`config.mk`:
```
export PLATFORM = sky130hd
export DESIGN_NAME = mlsi_top
export DESIGN_NICKNAME = d
export VERILOG_FILES = /design/src/rtl/mlsi_pkg.sv /design/src/rtl/mlsi_sync.sv /design/src/rtl/mlsi_timer.sv /design/src/rtl/mlsi_top.sv
export SDC_FILE = /design/constraint.sdc
export NUM_CORES = 1
export LEC_CHECK = 0
export BUFFER_PORTS_ARGS = -buffer_cell sky130_fd_sc_hd__buf_2
export CORE_ASPECT_RATIO = 0.9
export CORE_MARGIN = 5
export CORE_UTILIZATION = 62
export DETAILED_ROUTE_END_ITERATION = 16
export GPL_ROUTABILITY_DRIVEN = 1
export MAX_ROUTING_LAYER = met4
export PLACE_DENSITY = 0.85
export SYNTH_ARGS = -nofsm -noshare
export SYNTH_HDL_FRONTEND = slang
export SYNTH_SLANG_ARGS = --single-unit
```
`constraint.sdc`:
```
create_clock -name clock -period 5.15 [get_ports clock]
set_input_delay 1.03 -clock clock [delete_from_list [all_inputs] [get_ports clock]]
set_output_delay 1.03 -clock clock [all_outputs]
set_load 0.005 [all_outputs]
```
`src/rtl/mlsi_pkg.sv`:
```
// Purpose: constants for the local start and interlock block
// Assumes: 100 MHz scan clock, AHB-Lite register access
// Notes: counts in cycles are derived from times in milliseconds
//
// Summary of operation
// - local start buttons start the device only while local mode is selected.
// - in local mode a rising press of either button pulses an alarm acknowledge for all.
// - with lamp check allowed, a press while running tests the lamps instead of starting.
// - in local mode a held button with bypass not inhibited bridges machine protection.
// - with horn configured, press one sounds the horn and press two after it starts.
// - without a second press inside the window after the horn, the sequence is abandoned.
// - with single press selected, one press is enough to start.
// - two directional buttons exist, open and close, each acting as the local start.
// - a start needs the isolator input high.
// - isolator low while running latches a failure cleared only by parent restart or reset.
// - a start needs the breaker high; its loss while running latches the failure.
// - a start needs overload healthy high; its loss while running latches the failure.
// - machine protection must be high to run unless bridged by a held local start.
package mlsi_pkg;
   localparam logic [7:0] ADDR_CTRL = 8'h00;
   localparam logic [7:0] ADDR_HORN = 8'h04;
   localparam logic [7:0] ADDR_WIN = 8'h08;
   localparam logic [7:0] ADDR_STAT = 8'h0C;
   // control field positions
   localparam int CTRL_LOCAL = 0;
   localparam int CTRL_LAMP = 1;
   localparam int CTRL_INHIBIT = 2;
   localparam int CTRL_HORN = 3;
   localparam int CTRL_SINGLE = 4;
   localparam logic [4:0] CTRL_RESET = 5'h00;
   // status field positions
   localparam int ST_PERMIT = 0;
   localparam int ST_FAIL = 1;
   localparam int ST_HORN = 2;
   localparam int ST_WAIT = 3;
   localparam int ST_BYPASS = 4;
   localparam int ST_LAMP = 5;
   localparam int ST_RUN = 6;
   // timing
   localparam int unsigned CLK_KHZ = 32'd100_000;
   localparam int unsigned HORN_MS = 32'd5000;
   localparam int unsigned WIN_MS = 32'd10000;
   localparam logic [31:0] HORN_CYCLES = 32'(HORN_MS * CLK_KHZ);
   localparam logic [31:0] WIN_CYCLES = 32'(WIN_MS * CLK_KHZ);
   // local start sequence
   typedef enum logic [1:0] {
      SEQ_IDLE = 2'b00,
      SEQ_HORN = 2'b01,
      SEQ_WAIT = 2'b10
   } mlsi_seq_t;
endpackage

```
`src/rtl/mlsi_sync.sv`:
```
// Purpose: three-stage input synchroniser with agreement filter
// Assumes: inputs asynchronous to clock
// Notes: output follows once stages two and three agree
`timescale 1ns/1ps
module mlsi_sync #(
   parameter int W = 1
) (
   // clock and reset
   input wire logic clock,
   input wire logic rstn,
   // data
   input wire logic [W-1:0] din,
   output logic [W-1:0] dout
);
   logic [W-1:0] s1_q;
   logic [W-1:0] s2_q;
   logic [W-1:0] s3_q;
   logic [W-1:0] out_q;
   logic [W-1:0] agree;

   // bits whose later stages match
   assign agree = ~(s2_q ^ s3_q);
   assign dout = out_q;

   // stage chain and filtered output
   always_ff @(posedge clock or negedge rstn) begin
      if (!rstn) begin
         s1_q <= '0;
         s2_q <= '0;
         s3_q <= '0;
         out_q <= '0;
      end else begin
         s1_q <= din;
         s2_q <= s1_q;
         s3_q <= s2_q;
         out_q <= (agree & s3_q) | (~agree & out_q);
      end
   end
endmodule

```
`src/rtl/mlsi_timer.sv`:
```
// Purpose: loadable down counter for horn and press window
// Assumes: load is a single-cycle strobe; abort may be a held level
// Notes: done pulses one cycle when a loaded count expires
`timescale 1ns/1ps
module mlsi_timer (
   // clock and reset
   input wire logic clock,
   input wire logic rstn,
   // control
   input wire logic load,
   input wire logic abort,
   input wire logic [31:0] load_val,
   // status
   output logic busy,
   output logic done
);
   logic [31:0] cnt_q;
   logic busy_q;
   logic done_q;
   logic last;

   assign last = busy_q && (cnt_q <= 32'h0000_0001);
   assign busy = busy_q;
   assign done = done_q;

   // load wins over abort, count down to expiry
   always_ff @(posedge clock or negedge rstn) begin
      if (!rstn) begin
         cnt_q <= 32'h0000_0000;
         busy_q <= 1'b0;
         done_q <= 1'b0;
      end else if (load) begin
         cnt_q <= load_val;
         busy_q <= 1'b1;
         done_q <= 1'b0;
      end else begin
         cnt_q <= busy_q ? cnt_q - 32'h0000_0001 : cnt_q;
         busy_q <= busy_q && !last && !abort;
         done_q <= last && !abort;
      end
   end
endmodule

```
`src/rtl/mlsi_top.sv`:
```
// Purpose: local start permission, interlock bridging and trip latch
// Assumes: field pins asynchronous; parent restart on the scan clock
// Notes: registers reached over AHB-Lite, zero wait states
// Notes: a pin change is seen inside four clocks after it settles
`timescale 1ns/1ps
module mlsi_top #(
   parameter logic [31:0] HORN_DEFAULT = mlsi_pkg::HORN_CYCLES,
   parameter logic [31:0] WIN_DEFAULT = mlsi_pkg::WIN_CYCLES
) (
   // clock and reset
   input wire logic clock,
   input wire logic rstn,
   // ahb-lite slave
   input wire logic hsel,
   input wire logic [7:0] haddr,
   input wire logic [1:0] htrans,
   input wire logic hwrite,
   input wire logic [2:0] hsize,
   input wire logic [31:0] hwdata,
   input wire logic hready,
   output logic hreadyout,
   output logic hresp,
   output logic [31:0] hrdata,
   // field inputs
   input wire logic local_start_open_dir,
   input wire logic local_start_close_dir,
   input wire logic isolator_closed,
   input wire logic breaker_closed,
   input wire logic overload_ok,
   input wire logic machine_protection_ok,
   input wire logic running_fb,
   // parent group
   input wire logic parent_group_restart,
   // outputs
   output logic start_open,
   output logic start_close,
   output logic alarm_ack,
   output logic lamp_test,
   output logic horn_on,
   output logic start_permit,
   output logic failed,
   output logic mp_bridged
);
   // field levels before and after the synchroniser
   logic [6:0] pins;
   logic [6:0] pins_s;
   logic gx;
   logic gy;
   logic iso;
   logic brk;
   logic ovl;
   logic mpi;
   logic run;

   // button history and decode
   logic gx_prev_q;
   logic gy_prev_q;
   logic press;
   logic press_close;
   logic dir_close;
   logic held;

   // register file and bus side
   logic [4:0] ctrl_q;
   logic [31:0] horn_q;
   logic [31:0] win_q;
   logic [31:0] rdata_q;
   logic [7:0] waddr_q;
   logic wr_q;
   logic addr_ok;
   logic [31:0] rd_mux;
   logic [31:0] status;

   // permission, trip and start sequence
   logic local_mode;
   logic bypass;
   logic mp_eff;
   logic supply_ok;
   logic permit;
   logic trip;
   logic fail_q;
   logic start_req;
   logic go_now;
   logic direct;
   logic tmr_load;
   logic [31:0] tmr_val;
   logic tmr_done;
   logic seq_abort;
   logic close_q;

   // registered outputs and sequence state
   logic start_open_q;
   logic start_close_q;
   logic ack_q;
   logic lamp_q;
   logic horn_q2;
   logic permit_q;
   logic bridged_q;
   mlsi_pkg::mlsi_seq_t seq_q;
   mlsi_pkg::mlsi_seq_t seq_d;

   // field pin synchronisers
   assign pins = {running_fb, machine_protection_ok, overload_ok, breaker_closed,
                  isolator_closed, local_start_close_dir, local_start_open_dir};
   mlsi_sync #(.W(7)) u_sync (
      .clock(clock),
      .rstn(rstn),
      .din(pins),
      .dout(pins_s)
   );
   assign gx = pins_s[0];
   assign gy = pins_s[1];
   assign iso = pins_s[2];
   assign brk = pins_s[3];
   assign ovl = pins_s[4];
   assign mpi = pins_s[5];
   assign run = pins_s[6];

   // previous samples of the buttons
   always_ff @(posedge clock or negedge rstn) begin
      if (!rstn) begin
         gx_prev_q <= 1'b0;
         gy_prev_q <= 1'b0;
      end else begin
         gx_prev_q <= gx;
         gy_prev_q <= gy;
      end
   end

   // rising edge of a synchronised button against its last sample
   function automatic logic rise(input logic now, input logic last);
      return now && !last;
   endfunction

   // button decode; open and close act alike
   assign press = rise(gx, gx_prev_q) || rise(gy, gy_prev_q);
   assign press_close = rise(gy, gy_prev_q);
   // direction of this press, or of the last one while the sequence runs
   assign dir_close = press ? press_close : close_q;
   assign held = gx || gy;
   assign local_mode = ctrl_q[mlsi_pkg::CTRL_LOCAL];

   // interlock bridging and start permission
   assign bypass = local_mode && held && !ctrl_q[mlsi_pkg::CTRL_INHIBIT];
   assign mp_eff = mpi || bypass;
   assign supply_ok = iso && brk && ovl;
   assign permit = supply_ok && mp_eff && !fail_q;
   assign trip = run && !supply_ok;

   // failure latch; a trip in the restart cycle keeps it set
   always_ff @(posedge clock or negedge rstn) begin
      if (!rstn) begin
         fail_q <= 1'b0;
      end else begin
         fail_q <= trip || (fail_q && !parent_group_restart);
      end
   end

   // press qualifies as a start only in local mode while stopped
   assign start_req = local_mode && press && !run && permit;
   assign direct = !ctrl_q[mlsi_pkg::CTRL_HORN] || ctrl_q[mlsi_pkg::CTRL_SINGLE];
   assign seq_abort = !local_mode || !permit;

   // local start sequence
   always_comb begin
      seq_d = seq_q;
      go_now = 1'b0;
      tmr_load = 1'b0;
      tmr_val = horn_q;
      unique case (seq_q)
         mlsi_pkg::SEQ_IDLE: begin
            if (start_req && !ctrl_q[mlsi_pkg::CTRL_HORN]) begin
               go_now = 1'b1;
            end else if (start_req) begin
               seq_d = mlsi_pkg::SEQ_HORN;
               tmr_load = 1'b1;
            end
         end
         mlsi_pkg::SEQ_HORN: begin
            if (seq_abort) begin
               seq_d = mlsi_pkg::SEQ_IDLE;
            end else if (tmr_done && direct) begin
               seq_d = mlsi_pkg::SEQ_IDLE;
               go_now = 1'b1;
            end else if (tmr_done) begin
               seq_d = mlsi_pkg::SEQ_WAIT;
               tmr_load = 1'b1;
               tmr_val = win_q;
            end
         end
         mlsi_pkg::SEQ_WAIT: begin
            if (seq_abort) begin
               seq_d = mlsi_pkg::SEQ_IDLE;
            end else if (start_req) begin
               seq_d = mlsi_pkg::SEQ_IDLE;
               go_now = 1'b1;
            end else if (tmr_done) begin
               seq_d = mlsi_pkg::SEQ_IDLE;
            end
         end
         default: begin
            seq_d = mlsi_pkg::SEQ_IDLE;
         end
      endcase
   end

   // one timer serves horn and window; a load outranks an abort
   mlsi_timer u_timer (
      .clock(clock),
      .rstn(rstn),
      .load(tmr_load),
      .abort(seq_abort),
      .load_val(tmr_val),
      .busy(),
      .done(tmr_done)
   );

   // sequence state and direction memory
   always_ff @(posedge clock or negedge rstn) begin
      if (!rstn) begin
         seq_q <= mlsi_pkg::SEQ_IDLE;
         close_q <= 1'b0;
      end else begin
         seq_q <= seq_d;
         close_q <= dir_close;
      end
   end

   // registered field-side outputs
   always_ff @(posedge clock or negedge rstn) begin
      if (!rstn) begin
         start_open_q <= 1'b0;
         start_close_q <= 1'b0;
         ack_q <= 1'b0;
         lamp_q <= 1'b0;
         horn_q2 <= 1'b0;
         permit_q <= 1'b0;
         bridged_q <= 1'b0;
      end else begin
         start_open_q <= go_now && !dir_close;
         start_close_q <= go_now && dir_close;
         ack_q <= local_mode && press;
         lamp_q <= ctrl_q[mlsi_pkg::CTRL_LAMP] && run && held;
         horn_q2 <= (seq_d == mlsi_pkg::SEQ_HORN);
         permit_q <= permit;
         bridged_q <= bypass;
      end
   end

   assign start_open = start_open_q;
   assign start_close = start_close_q;
   assign alarm_ack = ack_q;
   assign lamp_test = lamp_q;
   assign horn_on = horn_q2;
   assign start_permit = permit_q;
   assign failed = fail_q;
   assign mp_bridged = bridged_q;

   // status word, one flag per field position
   always_comb begin
      status = 32'h0000_0000;
      status[mlsi_pkg::ST_PERMIT] = permit_q;
      status[mlsi_pkg::ST_FAIL] = fail_q;
      status[mlsi_pkg::ST_HORN] = horn_q2;
      status[mlsi_pkg::ST_WAIT] = (seq_q == mlsi_pkg::SEQ_WAIT);
      status[mlsi_pkg::ST_BYPASS] = bridged_q;
      status[mlsi_pkg::ST_LAMP] = lamp_q;
      status[mlsi_pkg::ST_RUN] = run;
   end

   // ahb-lite decode
   assign addr_ok = hsel && hready && htrans[1];
   assign rd_mux = (haddr == mlsi_pkg::ADDR_CTRL) ? {27'h000_0000, ctrl_q} :
                   (haddr == mlsi_pkg::ADDR_HORN) ? horn_q :
                   (haddr == mlsi_pkg::ADDR_WIN) ? win_q :
                   (haddr == mlsi_pkg::ADDR_STAT) ? status : 32'h0000_0000;
   assign hreadyout = 1'b1;
   assign hresp = 1'b0;
   assign hrdata = rdata_q;

   // address phase capture and read data
   always_ff @(posedge clock or negedge rstn) begin
      if (!rstn) begin
         wr_q <= 1'b0;
         waddr_q <= 8'h00;
         rdata_q <= 32'h0000_0000;
      end else begin
         wr_q <= addr_ok && hwrite;
         waddr_q <= haddr;
         rdata_q <= (addr_ok && !hwrite) ? rd_mux : rdata_q;
      end
   end

   // register writes in the data phase
   always_ff @(posedge clock or negedge rstn) begin
      if (!rstn) begin
         ctrl_q <= mlsi_pkg::CTRL_RESET;
         horn_q <= HORN_DEFAULT;
         win_q <= WIN_DEFAULT;
      end else if (wr_q) begin
         ctrl_q <= (waddr_q == mlsi_pkg::ADDR_CTRL) ? hwdata[4:0] : ctrl_q;
         horn_q <= (waddr_q == mlsi_pkg::ADDR_HORN) ? hwdata : horn_q;
         win_q <= (waddr_q == mlsi_pkg::ADDR_WIN) ? hwdata : win_q;
      end
   end
endmodule

```
# Word level (Yosys, flattened, before mapping)
# Cells that the tools add are included.
[op_classes]
n_reduce_logical = 54
order_cmp = 1
addsub = 1
eq_ne = 8
muxes = 33
bitwise = 6
[op_table]
columns = ["operator", "count"]
rows = [
  ["$mux W32", 9],
  ["$le A32 B1 Y1 const B", 1],
  ["$sub A32 B1 Y32 const B", 1],
  ["$logic_and A1 B1 Y1", 27],
  ["$eq A8 B4 Y1 const B", 3],
  ["$eq A8 B3 Y1 const B", 2],
  ["$logic_not A8 Y1", 2],
  ["$mux W2", 8],
  ["$and A7 B7 Y7", 2],
  ["$logic_not A1 Y1", 14],
  ["$not A7 Y7", 2],
  ["$mux W1", 12],
  ["$mux W7", 1],
  ["$or A7 B7 Y7", 1],
  ["$xor A7 B7 Y7", 1],
  ["$logic_or A1 B1 Y1", 6],
  ["$pmux W2 S3", 1],
  ["$reduce_and A2 Y1", 3],
  ["$eq A2 B1 Y1 const B", 2],
  ["$pmux W1 S3", 1],
  ["$eq A2 B2 Y1 const B", 1],
  ["$logic_not A2 Y1", 1],
  ["$pmux W1 S2", 1],
  ["$reduce_bool A2 Y1", 1],
]
[totals]
reg_bits = 185
out_inout_bits = 42
elab_cells = 128

# Logic depth before layout (Yosys ltp)
[depth]
word_depth = 11
ltp_mapped = 8
mapped_depth_nobuf = 8

# Hierarchy
# From an unflattened synthesis, not the netlist that was laid out.
[hier_totals]
cells_unflattened = 667
hier_area_um2 = 8285.4
[by_module_without_submodules]
columns = ["mod", "seq_area_each_um2", "n_inst", "cells_per_inst", "area_per_inst_um2"]
rows = [
  ["mlsi_top", 3110.5, 1, 401, 5487.8],
  ["mlsi_timer", 850.8, 1, 231, 2018.2],
  ["mlsi_sync", 700.7, 1, 35, 779.5],
]

# Least setup slack after synthesis
# No wires, ideal clock.
[synth_path]
path_type = "input to register"
from = "input port haddr[7]"
to = "register rdata_q[11] (netlist: hrdata[11])"
arrival_ns = 2.376
required_time_ns = 5.017
setup_ns = 0.133
stages = 5
setup_slack_ns = 2.641
n_path_buf = 1
cell_sequence = "nor4_1 > nand2_1 > o31ai_1 > clkbuf_1 > o21ai_0"
[synth_between]
elab_chain_len = 4
word_cells_on_any_way = 6
cone_classes = "eq/ne (2); mux (3); reduce/logical (1)"
[synth_rtl]
columns = ["item", "line_no", "rtl"]
rows = [
  ["start, declared", "mlsi_top.sv:15", "input wire logic [7:0] haddr,"],
  ["$eq A8 B4 Y1", "mlsi_top.sv:275", "(haddr == mlsi_pkg::ADDR_WIN) ? win_q :"],
  ["$mux W32", "mlsi_top.sv:275", ""],
  ["$mux W32", "mlsi_top.sv:274", "(haddr == mlsi_pkg::ADDR_HORN) ? horn_q :"],
  ["$mux W32 *", "mlsi_top.sv:273", "assign rd_mux = (haddr == mlsi_pkg::ADDR_CTRL) ? {27'h000_0000, ctrl_q} :"],
  ["end signal, assigned", "mlsi_top.sv:290", "rdata_q <= (addr_ok && !hwrite) ? rd_mux : rdata_q;"],
  ["end, declared", "mlsi_top.sv:67", "logic [31:0] rdata_q;"],
]
# Every way passes the cells marked *; elsewhere a longest branch is shown, timed or not.
# A chain may end at the register's enable or synchronous reset.

# Worst setup path after layout
[layout_path]
from = "input port haddr[2]"
to = "register rdata_q[25] (netlist: hrdata[25])"
# The elaborated chain is that of the path after synthesis.

==> results.toml <==
[critical_path]
cp.arrival_ps = 3340
startpoint = "haddr[2]"
path_buf_inv = 1
crit_family = "simple AND/OR/NAND/NOR gates"
slowest_stage = "and3_1"
endpoint_kind = "register"
crit_type = "input port to register"
critPathMaxFanout = 25
crit_path_cell_trace = "buf_2, nor2b_1, and3_1, a22oi_1, o21ai_0"
reg2regPathDepth = 8
critPathLaunchType = "input port"
critPathMaxStageDelay_ps = 1030
crit_required_ps = 5480
worst-path-stages = 5
crit-reg2reg-launch = "u_timer.cnt_q[0]"

[min_path]
min_from = "u_sync.s1_q[1]"
hp-class = "register to register"
hold_depth = 0

[route]
vias = 5843
ant_nets = 0
wl_um = 18900
wl_per_cell_um = 20.1
drc = 0
drt_iter0_drc = 589
avgViaCountPerCell = 6.21
firstDrtPassIters = 5

[synthesis]
synth_edf_count = 0
synthArstFlopShare = 1.00
syn-cell-area_um2 = 7940
syn_avg_cell_area_um2 = 11.8
synth_flop_cell = "dfrtp_1"
ys_ff_latch = 185
syn-num-nets = 734
synthCells = 674
yosys_warnings = 0
ys_types = 61
ys_seq_area_frac = 0.587

[global_routing]
antenna_found_initial = 0
grt_max_degree = 123
grt_pass1_wl_um = 30600
first_global_vias = 6129
grt_usage = 0.264
gr-total-overflow = 0

[die]
die-area_um2 = 15200
core.rowCount = 39
die_w_um = 129
die_h_um = 117
ioPinCount = 100
core_um2 = 12600
start_util = 0.628

[clocking]
holdBufCountCts = 0
htree_levels = 4
ctsResizeCount = 0
cts_setup_buffers = 0
clkSlewWorstSetupHoldPaths_ps = 70
clockRootBuffer = "clkbuf_16"
clock_latency_ps = 430
numCtsBuffers = 17
cts_tree = "built"
max-clock-path-buffers = 2
cts.sinks = 185

[sta]
tns_ps = 0
setup_viol = 0
grt_setup_unrepaired = "no"
hold_slack_ps = 349
skew_ps = 8.90
final-max-slew-violation-count = 0
tightest_slew_ps = 1190
slew_headroom = 0.200
fmax_ghz = 0.333
hold_violations = 0
min_period_over_period = 0.583
fin_crit_ps = 3000
setup_slack_ps = 2150

[placement]
dp_hpwl_um = 12000
place.gp.congestion = 0.826
post-place-ws_ps = 1750
numPortBuffers = 93

[run]
cap_violations = 0

[cells_and_area]
final_cell_mix = "dfrtp_1 (159), buf_2 (92), mux2_2 (74), nand2_1 (69), o21ai_0 (53)"
insertedDiodeCount = 0
regArea_um2 = 4660
fillers = 839
multiInputGateArea_um2 = 3130
layout_commonest_cell = "dfrtp_1"
area_growth_pct = 16.3
finalNetCount = 824
drive_gt1_frac = 0.332

[power]
p_per_area_nw_per_um2 = 344
p_leak_nw = 4.20
ir_drop_mv = 0.289

[run_status]
outcome = "finished clean"
## flip-flops by register name, summed over array words and instances (netlist names), 2 cells and up, named ones only
name and flops:
horn_q 32, hrdata 32, u_timer.cnt_q 32, win_q 32, waddr_q 8, u_sync.s1_q 7
u_sync.s2_q 7, u_sync.s3_q 7, ctrl_q 5, seq_q 2
## layout make-up
type / instances / area share
sequential: 185 / 0.505
multi-input combinational: 450 / 0.339
timing repair buffer: 103 / 0.0592
clock buffer: 19 / 0.0480
clock inverter: 13 / 0.0233
tap: 164 / 0.0222
inverter: 7 / 0.00285
## worst register-to-register path, stage by stage, from the launching register on
cell	delay, ps
dfrtp_1	460
inv_1	90
ha_1	180
nor3b_1	560
nand3_1	380
nor2_1	240
xor2_1	190
nor2_1	80
o21ai_0	180
## cells by family (layout without fill, tap and decap cells)
group                      after synthesis  count (layout)  synth area share
AOI/OAI and AO/OA                      154             154             0.122
xor gates and xnor gates                25              25            0.0276
adders and majority gates                9               9            0.0120
buffers and inverters                   39             142            0.0199
DFF                                    185             185             0.587
muxes                                   76              76             0.107
other                                    2               2          0.000946
and+or+nand+nor                        184             184             0.123
## cells in the mapped netlist (all sizes together), types with 2 or more instances
cell type,count,area share
o2bb2ai,2,0.0022
o22ai,14,0.011
and3,2,0.0016
a22oi,42,0.040
o31ai,3,0.0028
nand4b,3,0.0033
o21ai,53,0.033
a21oi,23,0.014
nor2b,2,0.0016
dfrtp,159,0.50
nor2,37,0.017
inv,7,0.0033
nor4b,2,0.0022
nor3,20,0.014
mux2i,2,0.0025
conb,2,0.00095
nor3b,6,0.0069
a31oi,3,0.0024
xnor2,11,0.012
mux2,74,0.10
nand3,9,0.0072
or3,5,0.0060
clkbuf,24,0.011
or4,3,0.0038
xor2,14,0.015
a211oi,2,0.0019
buf,8,0.0052
nand2,70,0.033
nor4,11,0.014
nand2b,7,0.0055
maj3,7,0.0088
o22a,2,0.0022
ha,2,0.0032
or2,3,0.0024
dfstp,26,0.086
## report_power, final
| part | internal (W) | switching (W) | total (W) |
|---|---|---|---|
| Combinational | 0.0000709 | 0.0000960 | 0.000167 |
| Clock | 0.000881 | 0.000566 | 0.00145 |
| Sequential | 0.00152 | 0.0000417 | 0.00156 |
## routing by layer
layer	global-route usage	up-vias	share of wire
li1	-	2609	-
met1	0.344	2963	0.41
met2	0.412	235	0.50
met3	0.0586	36	0.065
met4	0.0925	0	0.020
met5	-	-	0
## per-stage QoR
stage / util / power [W] / instances / cell area (um^2)
2_1_floorplan: - / 0.00165 / 674 / 7940
3_3_place_gp: 0.678 / 0.00173 / 909 / 8570
3_5_place_dp: 0.678 / 0.00175 / 909 / 8570
4_1_cts: 0.730 / 0.00318 / 941 / 9230
5_1_grt: 0.730 / 0.00326 / 941 / 9230
6_report: 0.730 / 0.00317 / 941 / 9230
## path summary, 6_finish.rpt
check,slack (ps),to
worst max-delay path,2150,hrdata[25]
worst min-delay path,350,u_sync.s2_q[1]
worst max register to register,2690,u_timer.cnt_q[8]
worst min register to register,350,u_sync.s2_q[1]
max in group asynchronous,3230,horn_q[13]
min in group asynchronous,740,hrdata[28]
(Power assumes the default switching activity.)
